[config.mk]
export PLATFORM = sky130hd
export DESIGN_NAME = motion_report_registers
export DESIGN_NICKNAME = d
export VERILOG_FILES = /design/src/pkg/motion_report_pkg.sv /design/src/rtl/motion_report_registers.sv
export SDC_FILE = /design/constraint.sdc
export NUM_CORES = 1
export LEC_CHECK = 0
export ABC_AREA = 1
export BUFFER_PORTS_ARGS = -buffer_cell sky130_fd_sc_hd__buf_2
export CORE_MARGIN = 5
export CORE_UTILIZATION = 35
export DETAILED_ROUTE_END_ITERATION = 8
export SYNTH_ARGS = -nofsm -noshare
export SYNTH_HDL_FRONTEND = slang
export SYNTH_SLANG_ARGS = --single-unit
export TNS_END_PERCENT = 20
[constraint.sdc]
create_clock -name sys_clk -period 7.1 [get_ports sys_clk]
set_clock_uncertainty 0.2 [all_clocks]
set_input_delay 0.71 -clock sys_clk [delete_from_list [all_inputs] [get_ports sys_clk]]
set_output_delay 0.71 -clock sys_clk [all_outputs]
set_load 0.02 [all_outputs]
[src/pkg/motion_report_pkg.sv]
// Constants, carriers and function summary for the motion report block
// Function
// - Status bit 7 shows unread accumulated motion is pending, else zero.
// - Status bit 5 is one when laser configs 0x2C/0x2D are complementary.
// - Status bit 4 is one if an accumulator overflowed since last report.
// - Status bit 1 is one when a laser pin short to ground is detected.
// - Reading status snapshots X and Y motion into the displacement regs.
// - Second status read before displacement reads discards earlier snapshot.
// - Accumulators are wider than eight bits; overflow sets the flag.
// - Overflow clears after a displacement read unless an axis is full scale.
// - While more motion remains, displacement reports full scale.
// - Accumulator depth scales with resolution: 32 reads at 800 cpi.
// - Any write to motion clear at 0x12 discards all accumulated motion.
// - Displacements are 8-bit two's complement, 80 hex to 7F hex.
// - Displacement counts motion since last report at current resolution.
// - Reading a displacement register clears it.
package motion_report_pkg;

  localparam logic [6:0] MOTION_STATUS_ADDR  = 7'h02;
  localparam logic [6:0] X_DISP_ADDR         = 7'h03;
  localparam logic [6:0] Y_DISP_ADDR         = 7'h04;
  localparam logic [6:0] MOTION_CLEAR_ADDR   = 7'h12;

  localparam int MOTION_PENDING_BIT          = 7;
  localparam int CFG_COMPLEMENT_OK_BIT       = 5;
  localparam int ACCUM_OVERFLOW_BIT          = 4;
  localparam int LASER_FAULT_BIT             = 1;

  localparam logic [7:0] MOTION_STATUS_RESET = 8'h20;
  localparam logic [7:0] DISP_RESET          = 8'h00;
  localparam logic [7:0] LASER_CFG0_RESET    = 8'h7F;
  localparam logic [7:0] LASER_CFG1_RESET    = 8'h80;
  localparam logic [7:0] STATUS_RESERVED_MASK = 8'h4D;
  localparam logic [7:0] DISP_POS_FULL       = 8'h7F;
  localparam logic [7:0] DISP_NEG_FULL       = 8'h80;

  // Resolution is given in units of 200 cpi; 800 cpi is 4 units
  localparam int RES_UNIT_W                  = 4;
  // Full scale per resolution unit: 4 units x 1024 = 32 reads of 128
  localparam int FULL_SCALE_SHIFT            = 10;

  typedef struct packed {
    logic       rd;
    logic       wr;
    logic [6:0] addr;
    logic [7:0] wdata;
  } reg_req_type;

  typedef struct packed {
    logic       valid;
    logic [7:0] dx;
    logic [7:0] dy;
  } motion_sample_type;

  typedef struct packed {
    logic [7:0] cfg0;
    logic [7:0] cfg1;
    logic       bias_resistor_pin_short;
    logic       laser_drive_pin_short;
  } laser_status_type;

endpackage

[src/rtl/motion_report_registers.sv]
// Motion status, displacement registers and motion accumulators
`timescale 1ns/1ps
module motion_report_registers #(
  parameter int ACC_W = 16
) (
  input  wire logic                                 sys_clk,
  input  wire logic                                 rst,
  input  wire motion_report_pkg::reg_req_type       reg_req,
  output logic [7:0]                                reg_rdata,
  input  wire motion_report_pkg::motion_sample_type motion_sample,
  input  wire logic [motion_report_pkg::RES_UNIT_W-1:0] res_units,
  input  wire motion_report_pkg::laser_status_type  laser_status
);

  localparam int SW = ACC_W + 2;

  logic signed [ACC_W-1:0] acc_x_r;
  logic signed [ACC_W-1:0] acc_y_r;
  logic [7:0]              disp_x_r;
  logic [7:0]              disp_y_r;
  logic                    accum_overflow_r;
  logic [7:0]              reg_rdata_r;

  logic                    status_rd;
  logic                    x_rd;
  logic                    y_rd;
  logic                    clr_wr;
  logic signed [SW-1:0]    lim;
  logic [7:0]              cap_x;
  logic [7:0]              cap_y;
  logic signed [SW-1:0]    sum_x;
  logic signed [SW-1:0]    sum_y;
  logic                    ovf_x;
  logic                    ovf_y;
  logic                    full_x;
  logic                    full_y;
  logic                    motion_pending;
  logic                    laser_cfg_complement_ok;
  logic                    laser_fault;
  logic [7:0]              status_byte;

  function automatic logic [7:0] sat8(input logic signed [ACC_W-1:0] v);
    if (v > $signed(ACC_W'(127))) begin
      return motion_report_pkg::DISP_POS_FULL;
    end else if (v < -$signed(ACC_W'(128))) begin
      return motion_report_pkg::DISP_NEG_FULL;
    end else begin
      return v[7:0];
    end
  endfunction

  function automatic logic signed [ACC_W-1:0] clamp(
    input logic signed [SW-1:0] v,
    input logic signed [SW-1:0] l
  );
    if (v > l) begin
      return l[ACC_W-1:0];
    end else if (v < -l) begin
      return ACC_W'(-l);
    end else begin
      return v[ACC_W-1:0];
    end
  endfunction

  assign status_rd = reg_req.rd &&
                     reg_req.addr == motion_report_pkg::MOTION_STATUS_ADDR;
  assign x_rd      = reg_req.rd &&
                     reg_req.addr == motion_report_pkg::X_DISP_ADDR;
  assign y_rd      = reg_req.rd &&
                     reg_req.addr == motion_report_pkg::Y_DISP_ADDR;
  assign clr_wr    = reg_req.wr &&
                     reg_req.addr == motion_report_pkg::MOTION_CLEAR_ADDR;

  assign lim = SW'({res_units, {motion_report_pkg::FULL_SCALE_SHIFT{1'b0}}});

  assign cap_x = status_rd ? sat8(acc_x_r) : 8'h00;
  assign cap_y = status_rd ? sat8(acc_y_r) : 8'h00;

  // Capture and new motion in one cycle so no count slips between them
  assign sum_x = SW'(acc_x_r) - SW'($signed(cap_x)) +
                 (motion_sample.valid ? SW'($signed(motion_sample.dx))
                                      : SW'(0));
  assign sum_y = SW'(acc_y_r) - SW'($signed(cap_y)) +
                 (motion_sample.valid ? SW'($signed(motion_sample.dy))
                                      : SW'(0));
  assign ovf_x = sum_x > lim || sum_x < -lim;
  assign ovf_y = sum_y > lim || sum_y < -lim;
  assign full_x = SW'(acc_x_r) == lim || SW'(acc_x_r) == -lim;
  assign full_y = SW'(acc_y_r) == lim || SW'(acc_y_r) == -lim;

  assign motion_pending = acc_x_r != '0 || acc_y_r != '0;
  assign laser_cfg_complement_ok = laser_status.cfg0 == ~laser_status.cfg1;
  assign laser_fault = laser_status.bias_resistor_pin_short ||
                       laser_status.laser_drive_pin_short;

  always_comb begin
    status_byte = 8'h00;
    status_byte[motion_report_pkg::MOTION_PENDING_BIT]    = motion_pending;
    status_byte[motion_report_pkg::CFG_COMPLEMENT_OK_BIT] =
      laser_cfg_complement_ok;
    status_byte[motion_report_pkg::ACCUM_OVERFLOW_BIT]    = accum_overflow_r;
    status_byte[motion_report_pkg::LASER_FAULT_BIT]       = laser_fault;
  end

  always_ff @(posedge sys_clk) begin
    if (rst || clr_wr) begin
      acc_x_r <= '0;
      acc_y_r <= '0;
    end else begin
      acc_x_r <= clamp(sum_x, lim);
      acc_y_r <= clamp(sum_y, lim);
    end
  end

  // Set wins over the read-driven clear; lost counts stay lost
  always_ff @(posedge sys_clk) begin
    if (rst) begin
      accum_overflow_r <= 1'b0;
    end else if (motion_sample.valid && (ovf_x || ovf_y)) begin
      accum_overflow_r <= 1'b1;
    end else if (clr_wr) begin
      accum_overflow_r <= 1'b0;
    end else if ((x_rd || y_rd) && !full_x && !full_y) begin
      accum_overflow_r <= 1'b0;
    end
  end

  always_ff @(posedge sys_clk) begin
    if (rst || clr_wr) begin
      disp_x_r <= motion_report_pkg::DISP_RESET;
      disp_y_r <= motion_report_pkg::DISP_RESET;
    end else if (status_rd) begin
      disp_x_r <= cap_x;
      disp_y_r <= cap_y;
    end else begin
      if (x_rd) begin
        disp_x_r <= 8'h00;
      end
      if (y_rd) begin
        disp_y_r <= 8'h00;
      end
    end
  end

  always_ff @(posedge sys_clk) begin
    if (rst) begin
      reg_rdata_r <= 8'h00;
    end else if (reg_req.rd) begin
      case (reg_req.addr)
        motion_report_pkg::MOTION_STATUS_ADDR: reg_rdata_r <= status_byte;
        motion_report_pkg::X_DISP_ADDR:        reg_rdata_r <= disp_x_r;
        motion_report_pkg::Y_DISP_ADDR:        reg_rdata_r <= disp_y_r;
        default:                               reg_rdata_r <= 8'h00;
      endcase
    end
  end

  assign reg_rdata = reg_rdata_r;

  a_status_pending: assert property (
    @(posedge sys_clk) disable iff (rst)
    status_rd |=> reg_rdata[7] == ($past(acc_x_r) != '0 ||
                                   $past(acc_y_r) != '0))
    else $error("pending bit does not follow accumulators");

  a_cfg_complement: assert property (
    @(posedge sys_clk) disable iff (rst)
    status_rd |=> reg_rdata[5] ==
      ($past(laser_status.cfg0) == ~$past(laser_status.cfg1)))
    else $error("complement bit wrong");

  a_overflow_bit: assert property (
    @(posedge sys_clk) disable iff (rst)
    status_rd |=> reg_rdata[4] == $past(accum_overflow_r))
    else $error("overflow bit not reported");

  a_laser_fault: assert property (
    @(posedge sys_clk) disable iff (rst)
    status_rd |=> reg_rdata[1] ==
      ($past(laser_status.bias_resistor_pin_short) ||
       $past(laser_status.laser_drive_pin_short)))
    else $error("fault bit wrong");

  a_reserved_zero: assert property (
    @(posedge sys_clk) disable iff (rst)
    status_rd |=> (reg_rdata & motion_report_pkg::STATUS_RESERVED_MASK)
                  == 8'h00)
    else $error("reserved status bit set");

  a_snapshot_hold: assert property (
    @(posedge sys_clk) disable iff (rst)
    !status_rd && !x_rd && !clr_wr |=> $stable(disp_x_r))
    else $error("x snapshot moved without a read");

  a_disp_clear: assert property (
    @(posedge sys_clk) disable iff (rst)
    x_rd && !status_rd && !clr_wr |=> disp_x_r == 8'h00)
    else $error("x displacement not cleared by read");

  a_full_scale: assert property (
    @(posedge sys_clk) disable iff (rst)
    status_rd && !clr_wr && acc_x_r > $signed(ACC_W'(127))
      |=> disp_x_r == motion_report_pkg::DISP_POS_FULL)
    else $error("x not at positive full scale");

  a_motion_clear: assert property (
    @(posedge sys_clk) disable iff (rst)
    clr_wr |=> acc_x_r == '0 && acc_y_r == '0 && disp_x_r == 8'h00)
    else $error("motion clear did not discard motion");

  a_overflow_set: assert property (
    @(posedge sys_clk) disable iff (rst)
    motion_sample.valid && (ovf_x || ovf_y) |=> accum_overflow_r)
    else $error("overflow not flagged");

endmodule // motion_report_registers

* Yosys cells after proc, flatten, opt, wreduce, memory -nomap -nowiden *
Index checks and enable logic that the tools add are counted.

word-level totals
  flip-flop bits (word level) = 57
  word-level logic and storage cells = 76
  memory bits (read-only) = 0
  output and inout port bits = 8
  bits in writable memories = 0
  memories kept = 0
  latch bits = 0

cells by class
  div/mod/pow operators = 0
  bitwise gates (word level) = 1
  shift-type cells = 0
  eq/ne operators = 9
  multipliers = 0
  magnitude comparators = 8
  multiplexer cells = 20
  reduce and logical (&&, ||, !) cells = 25
  add/subtract/negate cells = 5

operators by type and width
  cell                                                  number
  2-to-1 mux 8 bit                                      10
  adder 17 x 18 -> 18 bit                               2
  equality test 16 x 18 -> 1 bit                        2
  > comparator 18 x 15 -> 1 bit                         2
  < comparator 18 bit                                   2
  2-to-1 mux 18 bit                                     2
  subtractor 16 x 8 -> 17 bit                           2
  equality test 16 x 15 -> 1 bit                        2
  > comparator 16 x 8 -> 1 bit (second input constant)  2
  < comparator 16 x 8 -> 1 bit (second input constant)  2
  2-to-1 mux 16 bit                                     2
  nonzero test 16 bit                                   2
  2-to-1 mux 14 bit                                     2
  case mux 8 bit (3 select lines)                       1
  negation 14 -> 18 bit                                 1
  equality test 7 x 2 -> 1 bit (second input constant)  2
  logical OR 1 bit                                      9
  equality test 8 bit                                   1
  NOT 8 bit                                             1
  equality test 7 x 3 -> 1 bit (second input constant)  1
  equality test 7 x 5 -> 1 bit (second input constant)  1
  logical AND 1 bit                                     7
  nonzero test 2 bit                                    2
  OR reduction 2 bit                                    2
  3 further kinds                                       6

* Depth between registers and ports, before layout *
Gate-level depths: netlist of run 1.

  depth in word-level cells = 11
  depth in mapped cells = 40
  gate-level depth less buffers = 39

* Worst setup path before layout of run 1 *
Ideal clock, no wire load.

  path kind = in2reg
  from = in reg_req[13] in the netlist's numbering
  to = reg acc_y_r[13]
  setup time = 126 ps
  stages on the path = 28
  path buffers = 1
  path slack = 1336 ps
  data arrival time = 5439 ps
  cells stage by stage = nor3_1 nand2_1 nor2_1 inv_1 buf_2 nor2_1 fa_1 inv_1 ha_1 nand2_1 inv_1 a21oi_1 nand3_1 a21oi_1 xor2_1 ha_1 a21oi_1 nand2_1 nand2_1 nand3_1 nand2_1 nand3_1 o21ai_0 inv_1 nand2_1 o21ai_0 o21ai_0 a21oi_1

on the way
  cells in the longest elaborated chain, start to end = 8
  elaborated cells on any way between the ends = 12
  those cells by class = add/sub (2); order compare (2); eq/ne (2); mux (3); reduce/logical (3)

ends and longest elaborated chain
  what                          line                            source
  start, declared               motion_report_registers.sv:8    input wire motion_report_pkg::reg_req_type reg_req,
  equality test 7 x 2 -> 1 bit  motion_report_registers.sv:66   reg_req.addr == motion_report_pkg::MOTION_STATUS_ADDR;
  logical AND 1 bit             motion_report_registers.sv:65   assign status_rd = reg_req.rd &&
  2-to-1 mux 8 bit              motion_report_registers.sv:77   assign cap_y = status_rd ? sat8(acc_y_r) : 8'h00;
  subtractor 16 x 8 -> 17 bit   motion_report_registers.sv:83   assign sum_y = SW'(acc_y_r) - SW'($signed(cap_y)) +
  adder 17 x 18 -> 18 bit       motion_report_registers.sv:83
  < comparator 18 bit           motion_report_registers.sv:58   end else if (v < -l) begin
  2-to-1 mux 16 bit             motion_report_registers.sv:58
  2-to-1 mux 14 bit             motion_report_registers.sv:56   if (v > l) begin
  end signal, assigned          motion_report_registers.sv:111  acc_y_r <= clamp(sum_y, lim);
  end, declared                 motion_report_registers.sv:18   logic signed [ACC_W-1:0] acc_y_r;

Parallel ways exist; a longest one is shown, timed or not.
A chain may end at the register's enable or synchronous reset.

* Worst setup path in the final report of run 1 *
  from = in reg_req[13] in the netlist's numbering
  to = reg acc_x_r[5]

on the way
  cells in the longest elaborated chain, start to end = 7
  elaborated cells on any way between the ends = 12
  those cells by class = add/sub (2); order compare (2); eq/ne (2); mux (2); reduce/logical (4)

ends and longest elaborated chain
  what                                                                  line                                                          source
  equality test 7 x 2 -> 1 bit                                          motion_report_registers.sv:66
  logical AND 1 bit                                                     motion_report_registers.sv:65
  2-to-1 mux 8 bit                                                      motion_report_registers.sv:76                                 assign cap_x = status_rd ? sat8(acc_x_r) : 8'h00;
  subtractor 16 x 8 -> 17 bit                                           motion_report_registers.sv:80                                 assign sum_x = SW'(acc_x_r) - SW'($signed(cap_x)) +
  adder 17 x 18 -> 18 bit                                               motion_report_registers.sv:80
  < comparator 18 bit or > comparator 18 x 15 -> 1 bit (tied branches)  motion_report_registers.sv:58, motion_report_registers.sv:56
  2-to-1 mux 16 bit or OR reduction 2 bit (tied branches)               --
  end signal, assigned                                                  motion_report_registers.sv:110                                acc_x_r <= clamp(sum_x, lim);
  end, declared                                                         motion_report_registers.sv:17                                 logic signed [ACC_W-1:0] acc_x_r;

Parallel ways exist; a longest one is shown, timed or not.

==> metrics.yaml, run 1 <==
critical_path:
  critical_path_start_end_classification: "input port to register"
  slowest_stage: "fa_1"
  worstSetupEndpointType: "register"
  crit_path_max_fanout: 12
  timing.critical_path.required_ps: 7160
  start_kind: "input port"
  critPathArrivalTime_ps: 5830
  cp_common_cell: "nand2_1"
  timing.critical_path.slowest_cell_delay_ps: 470
clock_network:
  worst_setup_hold_path_clk_slew_ps: 50
  cts.root.buffer_cell: "clkbuf_16"
  clock_tree.buffer_depth: 2
  cts_resized: 0
  ctsHoldBuffers: 0
  post_cts.repair.setup_buffers: 0
  clock_sinks: 57
  clock_tree_from_tritoncts: "built"
  cts-buffers-inserted: 9
  ctsHtreeMaxLevel: 3
  insertion_delay_ps: 330
place:
  placement.io_buffers: 57
  dpl.cell_count: 1294
  gpl.final_weighted_congestion: 0.867
  dp_hpwl_um: 14200
timing:
  report.final.hold_viol_count: 0
  max_freq_mhz: 173
  final_period_minus_worst_setup_slack_ps: 5770
  worst-slew-pin-transition_ps: 580
  fin_crit_sh_pct: 81.3
  setup_violations: 0
  grt_setup_unrepaired: "false"
  report.final.slew_viol_count: 0
  fin_hold_ws_ps: 262
  worst_slew_margin_rel_pct: 61.3
  final_layout_setup_total_negative_slack_ps: 0
global_routing:
  grt.overflow.total: 0
  globalRouteTotalUtil_pct: 16.0
  grt_antenna_before_repair: 0
  grt_start_max_net_pins: 18
  first_global_vias: 5853
  first_pass_grt_wire_length_um: 28600
min_path:
  worst_hold_path_type: "register to register"
run_status:
  outcome: "completed"
detailed_routing:
  vias: 6237
  drcViolationCount: 0
  via_per_inst: 4.76
  detailedRoute.firstPassIterationCount: 5
  routedWlPerCell_um: 12.9
  detailedRoute.firstIterationViolations: 270
  drt-total-wl_um: 17000
  antenna_violating_nets_post_route: 0
floorplan:
  die_x_um: 145
  dieArea_mm2: 0.0211
  die_h_um: 145
  effective_utilization_at_floorplan_pct: 35.6
  top_ports: 66
  floorplan.rows: 49
  core_area_mm2: 0.0180
final_layout:
  antenna_cells: 0
  final_net_count: 1227
  layout-area-overhead-vs-synth_pct: 13.8
  fin_cells: 1310
  drive_above_1_share_pct: 8.60
  finished_core_util_pct: 40.5
yosys:
  post_synth_xor_area_fraction_pct: 4.78
  synth_edf_count: 0
  post_synth_fa_ha_maj_area_fraction_pct: 21.9
  synth.net_count: 1165
  ys_types: 36
  synth_mux_area_share_pct: 0
  syn-cell-area_mm2: 0.00641
  syn_avg_cell_area_um2: 6.32
  synthFlopType: "dfxtp_1"
  ys_ff_latch: 57
  synth-seq-area-share_pct: 17.8
  synthesis.yosys.warnings: 0
  synthesis.instances: 1014
  postSynth.asyncResetShare_pct: 0
  synth_top_family_by_area: "simple AND/OR/NAND/NOR gates"
  compound_cell_area_share_of_the_yosys_netlist_pct: 12.1
  synthSimpleGateAreaFrac_pct: 30.8
power_and_ir_drop:
  power_leakage_nw: 3.86
  report.power.total_mw: 3.49
  power-per-cell-area_mw_per_mm2: 479
  peakVddDrop_mv: 0.142
flow_run:
  cap_violations: 0
## state kept, by name, summed over array words and instances (netlist names)
name and cells:
acc_x_r 16, acc_y_r 16, disp_x_r 8, disp_y_r 8
reg_rdata 8, accum_overflow_r 1
## cells in the mapped netlist (2+ instances only)
library cell | n | area (um^2)
clkbuf_1 | 4 | 15.0
xnor2_1 | 27 | 236
nand2_2 | 6 | 37.5
nand3_2 | 3 | 30.0
a31oi_1 | 5 | 31.3
fa_1 | 32 | 641
nand3b_1 | 3 | 22.5
nor3_1 | 12 | 60.1
xor2_1 | 8 | 70.1
o21ai_1 | 7 | 35.0
nand2_1 | 301 | 1130
nor4_1 | 8 | 50.1
inv_1 | 204 | 766
a211oi_1 | 3 | 22.5
dfxtp_1 | 57 | 1140
a22o_1 | 4 | 35.0
a21oi_1 | 85 | 425
o41ai_1 | 2 | 17.5
nand3_1 | 54 | 270
nand4_1 | 12 | 75.1
and3_1 | 2 | 12.5
ha_1 | 61 | 763
nor2_1 | 71 | 267
a41oi_1 | 2 | 17.5
inv_2 | 2 | 7.51
o21ai_0 | 24 | 120
a21oi_2 | 4 | 35.0
buf_2 | 3 | 15.0
## cell families (layout without fill, tap and decap cells)
group                    count (synthesis)  count (layout)
AND/OR/NAND/NOR                        474             474
flip-flops                              57              57
AO/OA/AOI/OAI                          140             140
XOR/XNOR                                35              35
buffers and inverters                  215             282
adder cells (fa/ha/maj)                 93              93
## metal layers
layer	vias up	global-route usage, %	share of wire, %	wire length (um)
li1	3324	-	-	-
met1	2780	22.4	50	8450
met2	113	26.1	45	7560
met3	20	2.80	4.3	729
met4	0	2.94	1.3	220
met5	-	0	0	0
## report_power, final
part	leakage (nW)	internal, mW	switching [mW]	total, mW
Sequential	0.465	0.391	0.0570	0.448
Combinational	3.24	0.903	1.67	2.57
Clock	0.162	0.325	0.151	0.476
Total	3.86	1.62	1.87	3.49
## per-stage QoR
| step | area (um^2) | setup WS (ps) |
|---|---|---|
| global route | 7290 | 759 |
| floorplan | 6410 | 1340 |
| global placement | 6960 | 1030 |
| detailed placement | 6960 | 962 |
| finish | 7290 | 1330 |
| CTS | 7290 | 1290 |
## critical path, delay by kind of cell
| kind | cells | cell delay, ps |
|---|---|---|
| xor gates and xnor gates | 1 | 350 |
| and+or+nand+nor | 17 | 1800 |
| adders and majority gates | 3 | 950 |
| AOI/OAI and AO/OA | 6 | 1240 |
| buffers and inverters | 7 | 780 |
## cell type report
cell class,count,area [um^2]
Timing Repair Buffer,59,300
Clock buffer,11,253
Tap cell,229,287
Inverter,207,777
Sequential cell,57,1140
Multi-Input combinational cell,742,4460
Fill cell,1938,10700
Clock inverter,5,77.6
## final timing paths
check / end / start / slack (ps) / cells past startpoint
hold / removal: reg_rdata[1]$_SDFFE_PP0P_ / reg_rdata[1]$_SDFFE_PP0P_ / 260 / 2
setup reg to reg: acc_x_r[5]$_SDFF_PP0_ / acc_x_r[8]$_SDFF_PP0_ / 1490 / 31
hold reg to reg: reg_rdata[1]$_SDFFE_PP0P_ / reg_rdata[1]$_SDFFE_PP0P_ / 260 / 2
setup / recovery: acc_x_r[5]$_SDFF_PP0_ / reg_req[13] / 1330 / 34
## layout by cell type (no fill, tap or decap), types with 6 or more instances in the layout
master     instances
a21oi_1           85
nand4_1           12
nor2_1            71
clkbuf_16          9
nor4_1             8
ha_1              61
nand2_2            6
xnor2_1           27
nor3_1            12
buf_2             57
nand2_1          301
fa_1              32
o21ai_0           24
dfxtp_1           57
xor2_1             8
inv_1            204
o21ai_1            7
nand3_1           54
(Power assumes the default switching activity.)
==> run 2: changes to the inputs <==
Settings changed: ABC_AREA 1 to 0.
Clock period 7.1 ns to 5.9 ns, I/O delays scaled along.
==> run 2 against run 1 <==
The flow now finishes with violations (negative setup slack). Die area is 7.6% lower. Worst setup slack worse by 1500 ps. Synthesized area is 8.2% lower. Combinational power is 62% higher. Sequential share of layout area is 1.8 points lower. Synthesized cell count is 25% lower. Final cell count is 11% lower. Worst hold slack better by 3.3 ps. Sequential power is 21% higher. Flip-flop and latch count stayed put. Core utilization is 9.5 points higher. Clock power is 18% higher. Critical endpoint is now accum_overflow_r$_SDFFE_PP0P_. Largest cell class unchanged. Highest routed layer is now met5.
==> metrics.yaml, run 2 <==
clock_network:
  ctsHoldBuffers: 0
  cts.root.buffer_cell: "clkbuf_16"
  worst_setup_hold_path_clk_slew_ps: 50
  clock_tree.buffer_depth: 2
  cts-buffers-inserted: 9
  clock_tree_from_tritoncts: "built"
  ctsHtreeMaxLevel: 3
  clock_sinks: 57
  insertion_delay_ps: 330
yosys:
  synth.net_count: 907
  synth_edf_count: 0
  ys_ff_latch: 57
  syn_avg_cell_area_um2: 7.78
  synthesis.instances: 756
  postSynth.asyncResetShare_pct: 0
  synthesis.yosys.warnings: 0
  synth-seq-area-share_pct: 19.4
  ys_types: 64
  yosysTopAreaCell: "dfxtp_1"
  yosysMostFrequentCell: "inv_1"
  post-synth-top-area-fraction_pct: 19.4
  yosys-top-cells-area: "dfxtp_1 19%, ha_1 13%, fa_1 11%, inv_1 7.0%, a21oi_1 5.4%"
  synth_common_cells: "110 x inv_1, 85 x nor2_1, 64 x a21oi_1"
  syn-cell-area_mm2: 0.00588
  synthFlopType: "dfxtp_1"
detailed_routing:
  detailedRoute.firstIterationViolations: 400
  detailedRoute.firstPassIterationCount: 5
  antenna_violating_nets_post_route: 0
  routedWlPerCell_um: 14.9
  drcViolationCount: 0
  vias: 5964
  via_per_inst: 5.13
  drt-total-wl_um: 17300
run_status:
  failing_checks: "negative setup slack"
  outcome: "finished, violations left"
timing:
  setup_violations: 31
  report.final.slew_viol_count: 0
  report.final.hold_viol_count: 0
  grt_setup_unrepaired: "true"
  final_period_minus_worst_setup_slack_ps: 6020
  fin_crit_sh_pct: 102
  worst_slew_margin_rel_pct: 23.4
  max_freq_mhz: 166
  worst-slew-pin-transition_ps: 1140
  post-route-worst-setup-slack_ps: -123
power_and_ir_drop:
  power_leakage_nw: 3.69
  power-per-cell-area_mw_per_mm2: 637
  report.power.total_mw: 5.27
  peakVddDrop_mv: 0.254
floorplan:
  effective_utilization_at_floorplan_pct: 35.6
  die_x_um: 140
  dieArea_mm2: 0.0195
  die_h_um: 140
  floorplan.rows: 47
  top_ports: 66
  core_area_mm2: 0.0165
final_layout:
  mostFrequentLayoutCells: "124 x buf_4, 106 x inv_1, 66 x nor2_1"
  antenna_cells: 0
  finished_core_util_pct: 50.0
  drive_above_1_share_pct: 31.6
  layout-area-overhead-vs-synth_pct: 40.4
  layout_top_registers: "acc_x_r (16), acc_y_r (16)"
  final_net_count: 1090
  layout.cells.most_common: "buf_4"
critical_path:
  rrSetupSlack_ps: 80
  crit_buf_inv: 4
  path_delay_family: "simple AND/OR/NAND/NOR gates"
  worstSetupEndpointType: "register"
  critPathArrivalTime_ps: 6030
  cp.depth: 24
  crit_path_max_fanout: 6
  worstPathCellList: "buf_6 -> or3_4 -> or3_4 -> nor2_4 -> nand2_4 -> buf_4 -> buf_4 -> nor2_1 -> fa_1 -> inv_1 -> ha_1 -> and3_4 -> a221oi_4 -> o221a_4 -> xnor2_2 -> ha_1 -> nand4_1 -> nor4_1 -> nand3_1 -> or4_1 -> o31a_1 -> o221a_4 -> o41ai_2 -> a21oi_1"
  slowest_stage: "fa_1"
  timing.reg2reg.worst_path_depth: 26
  timing.critical_path.slowest_cell_delay_ps: 450
  critical_path_start_end_classification: "input port to register"
  start_kind: "input port"
  timing.critical_path.required_ps: 5910
flow_run:
  cap_violations: 0
min_path:
  worst_hold_path_type: "register to register"
  worstHoldPathCells: 2
place:
  placement.io_buffers: 57
  gpl.final_weighted_congestion: 0.847
  dp_hpwl_um: 13900
global_routing:
  grt.overflow.total: 0
  globalRouteTotalUtil_pct: 17.2
  first_global_vias: 5778
  grt_start_max_net_pins: 26
  first_pass_grt_wire_length_um: 27900
  grt_antenna_before_repair: 2
==> run 2: cell count changes after synthesis, sizes merged, moves of 14 or more <==
cell,change
nor2,+14
a21oi,-25
a211oi,+17
nand2,-254
inv,-95
nand3,-43
==> run 2: worst register-to-register path, stage by stage, from the launching register on <==
cell and delay (ps):
dfxtp_1 350, nor4_2 340, a31oi_2 220, buf_4 190, a21oi_1 210, nor2_4 70
ha_1 280, inv_1 60, ha_4 170, fa_2 410, a211oi_4 310, nor2_4 70
o21ai_4 210, nor2_2 60, a211oi_2 250, xnor2_2 130, ha_1 310, nand4_1 130
nor3_2 200, nand4_1 130, nor4_2 380, a41oi_2 180, nor3_2 210, a221o_1 250
buf_12 160, nand2_4 60, a211oi_2 220
==> run 2: worst paths after layout <==
kind / start / to
min reg2reg: disp_y_r[1]$_SDFFE_PP0P_ / disp_y_r[1]$_SDFFE_PP0P_
min: disp_y_r[1]$_SDFFE_PP0P_ / disp_y_r[1]$_SDFFE_PP0P_
max: reg_req[11] / accum_overflow_r$_SDFFE_PP0P_
max reg2reg: acc_y_r[9]$_SDFF_PP0_ / acc_y_r[14]$_SDFF_PP0_
==> run 2: layer usage <==
layer | GRT usage, % | vias to the layer above | part of all wire [%]
met5 | 0 | - | 0.12
met4 | 2.45 | 4 | 0.57
met3 | 4.01 | 17 | 5.9
met2 | 29.7 | 131 | 48
met1 | 22.4 | 2818 | 45
li1 | - | 2994 | -
==> run 2: power breakdown <==
group	switching, mW	leakage (nW)	total (mW)	internal [mW]
sequential	0.0746	0.465	0.544	0.470
clock	0.177	0.157	0.564	0.386
combinational	2.16	3.07	4.16	2.00
==> run 2: what timing repair did <==
item	in CTS	in global routing
setup endpoints to repair	33	33
cloned	0	2
resized for setup	13	63
setup buffers	3	6
pin swaps	14	45
==> run 2: through the flow <==
stage               cells  hold WS, ps  setup TNS, ps  cell area, um^2  setup WS (ps)
floorplan             756          233              0             6080           11.9
global placement     1137          255         -12860             7500           -476
detailed placement   1137          258         -17180             7500           -561
CTS                  1154          265           -171             7880          -41.9
global route         1162          279         -11670             8260           -446
finish               1162          265          -2580             8260           -123
==> run 2: logic make-up after synthesis <==
logic type / count (synthesis) / synth area share, %
AND/OR/NAND/NOR: 244 / 19.9
AO/OA/AOI/OAI: 184 / 21.2
buffers and inverters: 129 / 8.25
adder cells (fa/ha/maj): 93 / 23.9
flip-flops: 57 / 19.4
XOR/XNOR: 45 / 6.70
multiplexers: 4 / 0.680
==> run 2: final cells by class <==
cell class	instances	area [um^2]
Timing Repair Buffer	189	1350
Inverter	111	417
Clock inverter	3	65.1
Sequential cell	57	1140
Multi-Input combinational cell	571	4770
Clock buffer	11	253
Tap cell	220	275
Fill cell	1609	8260
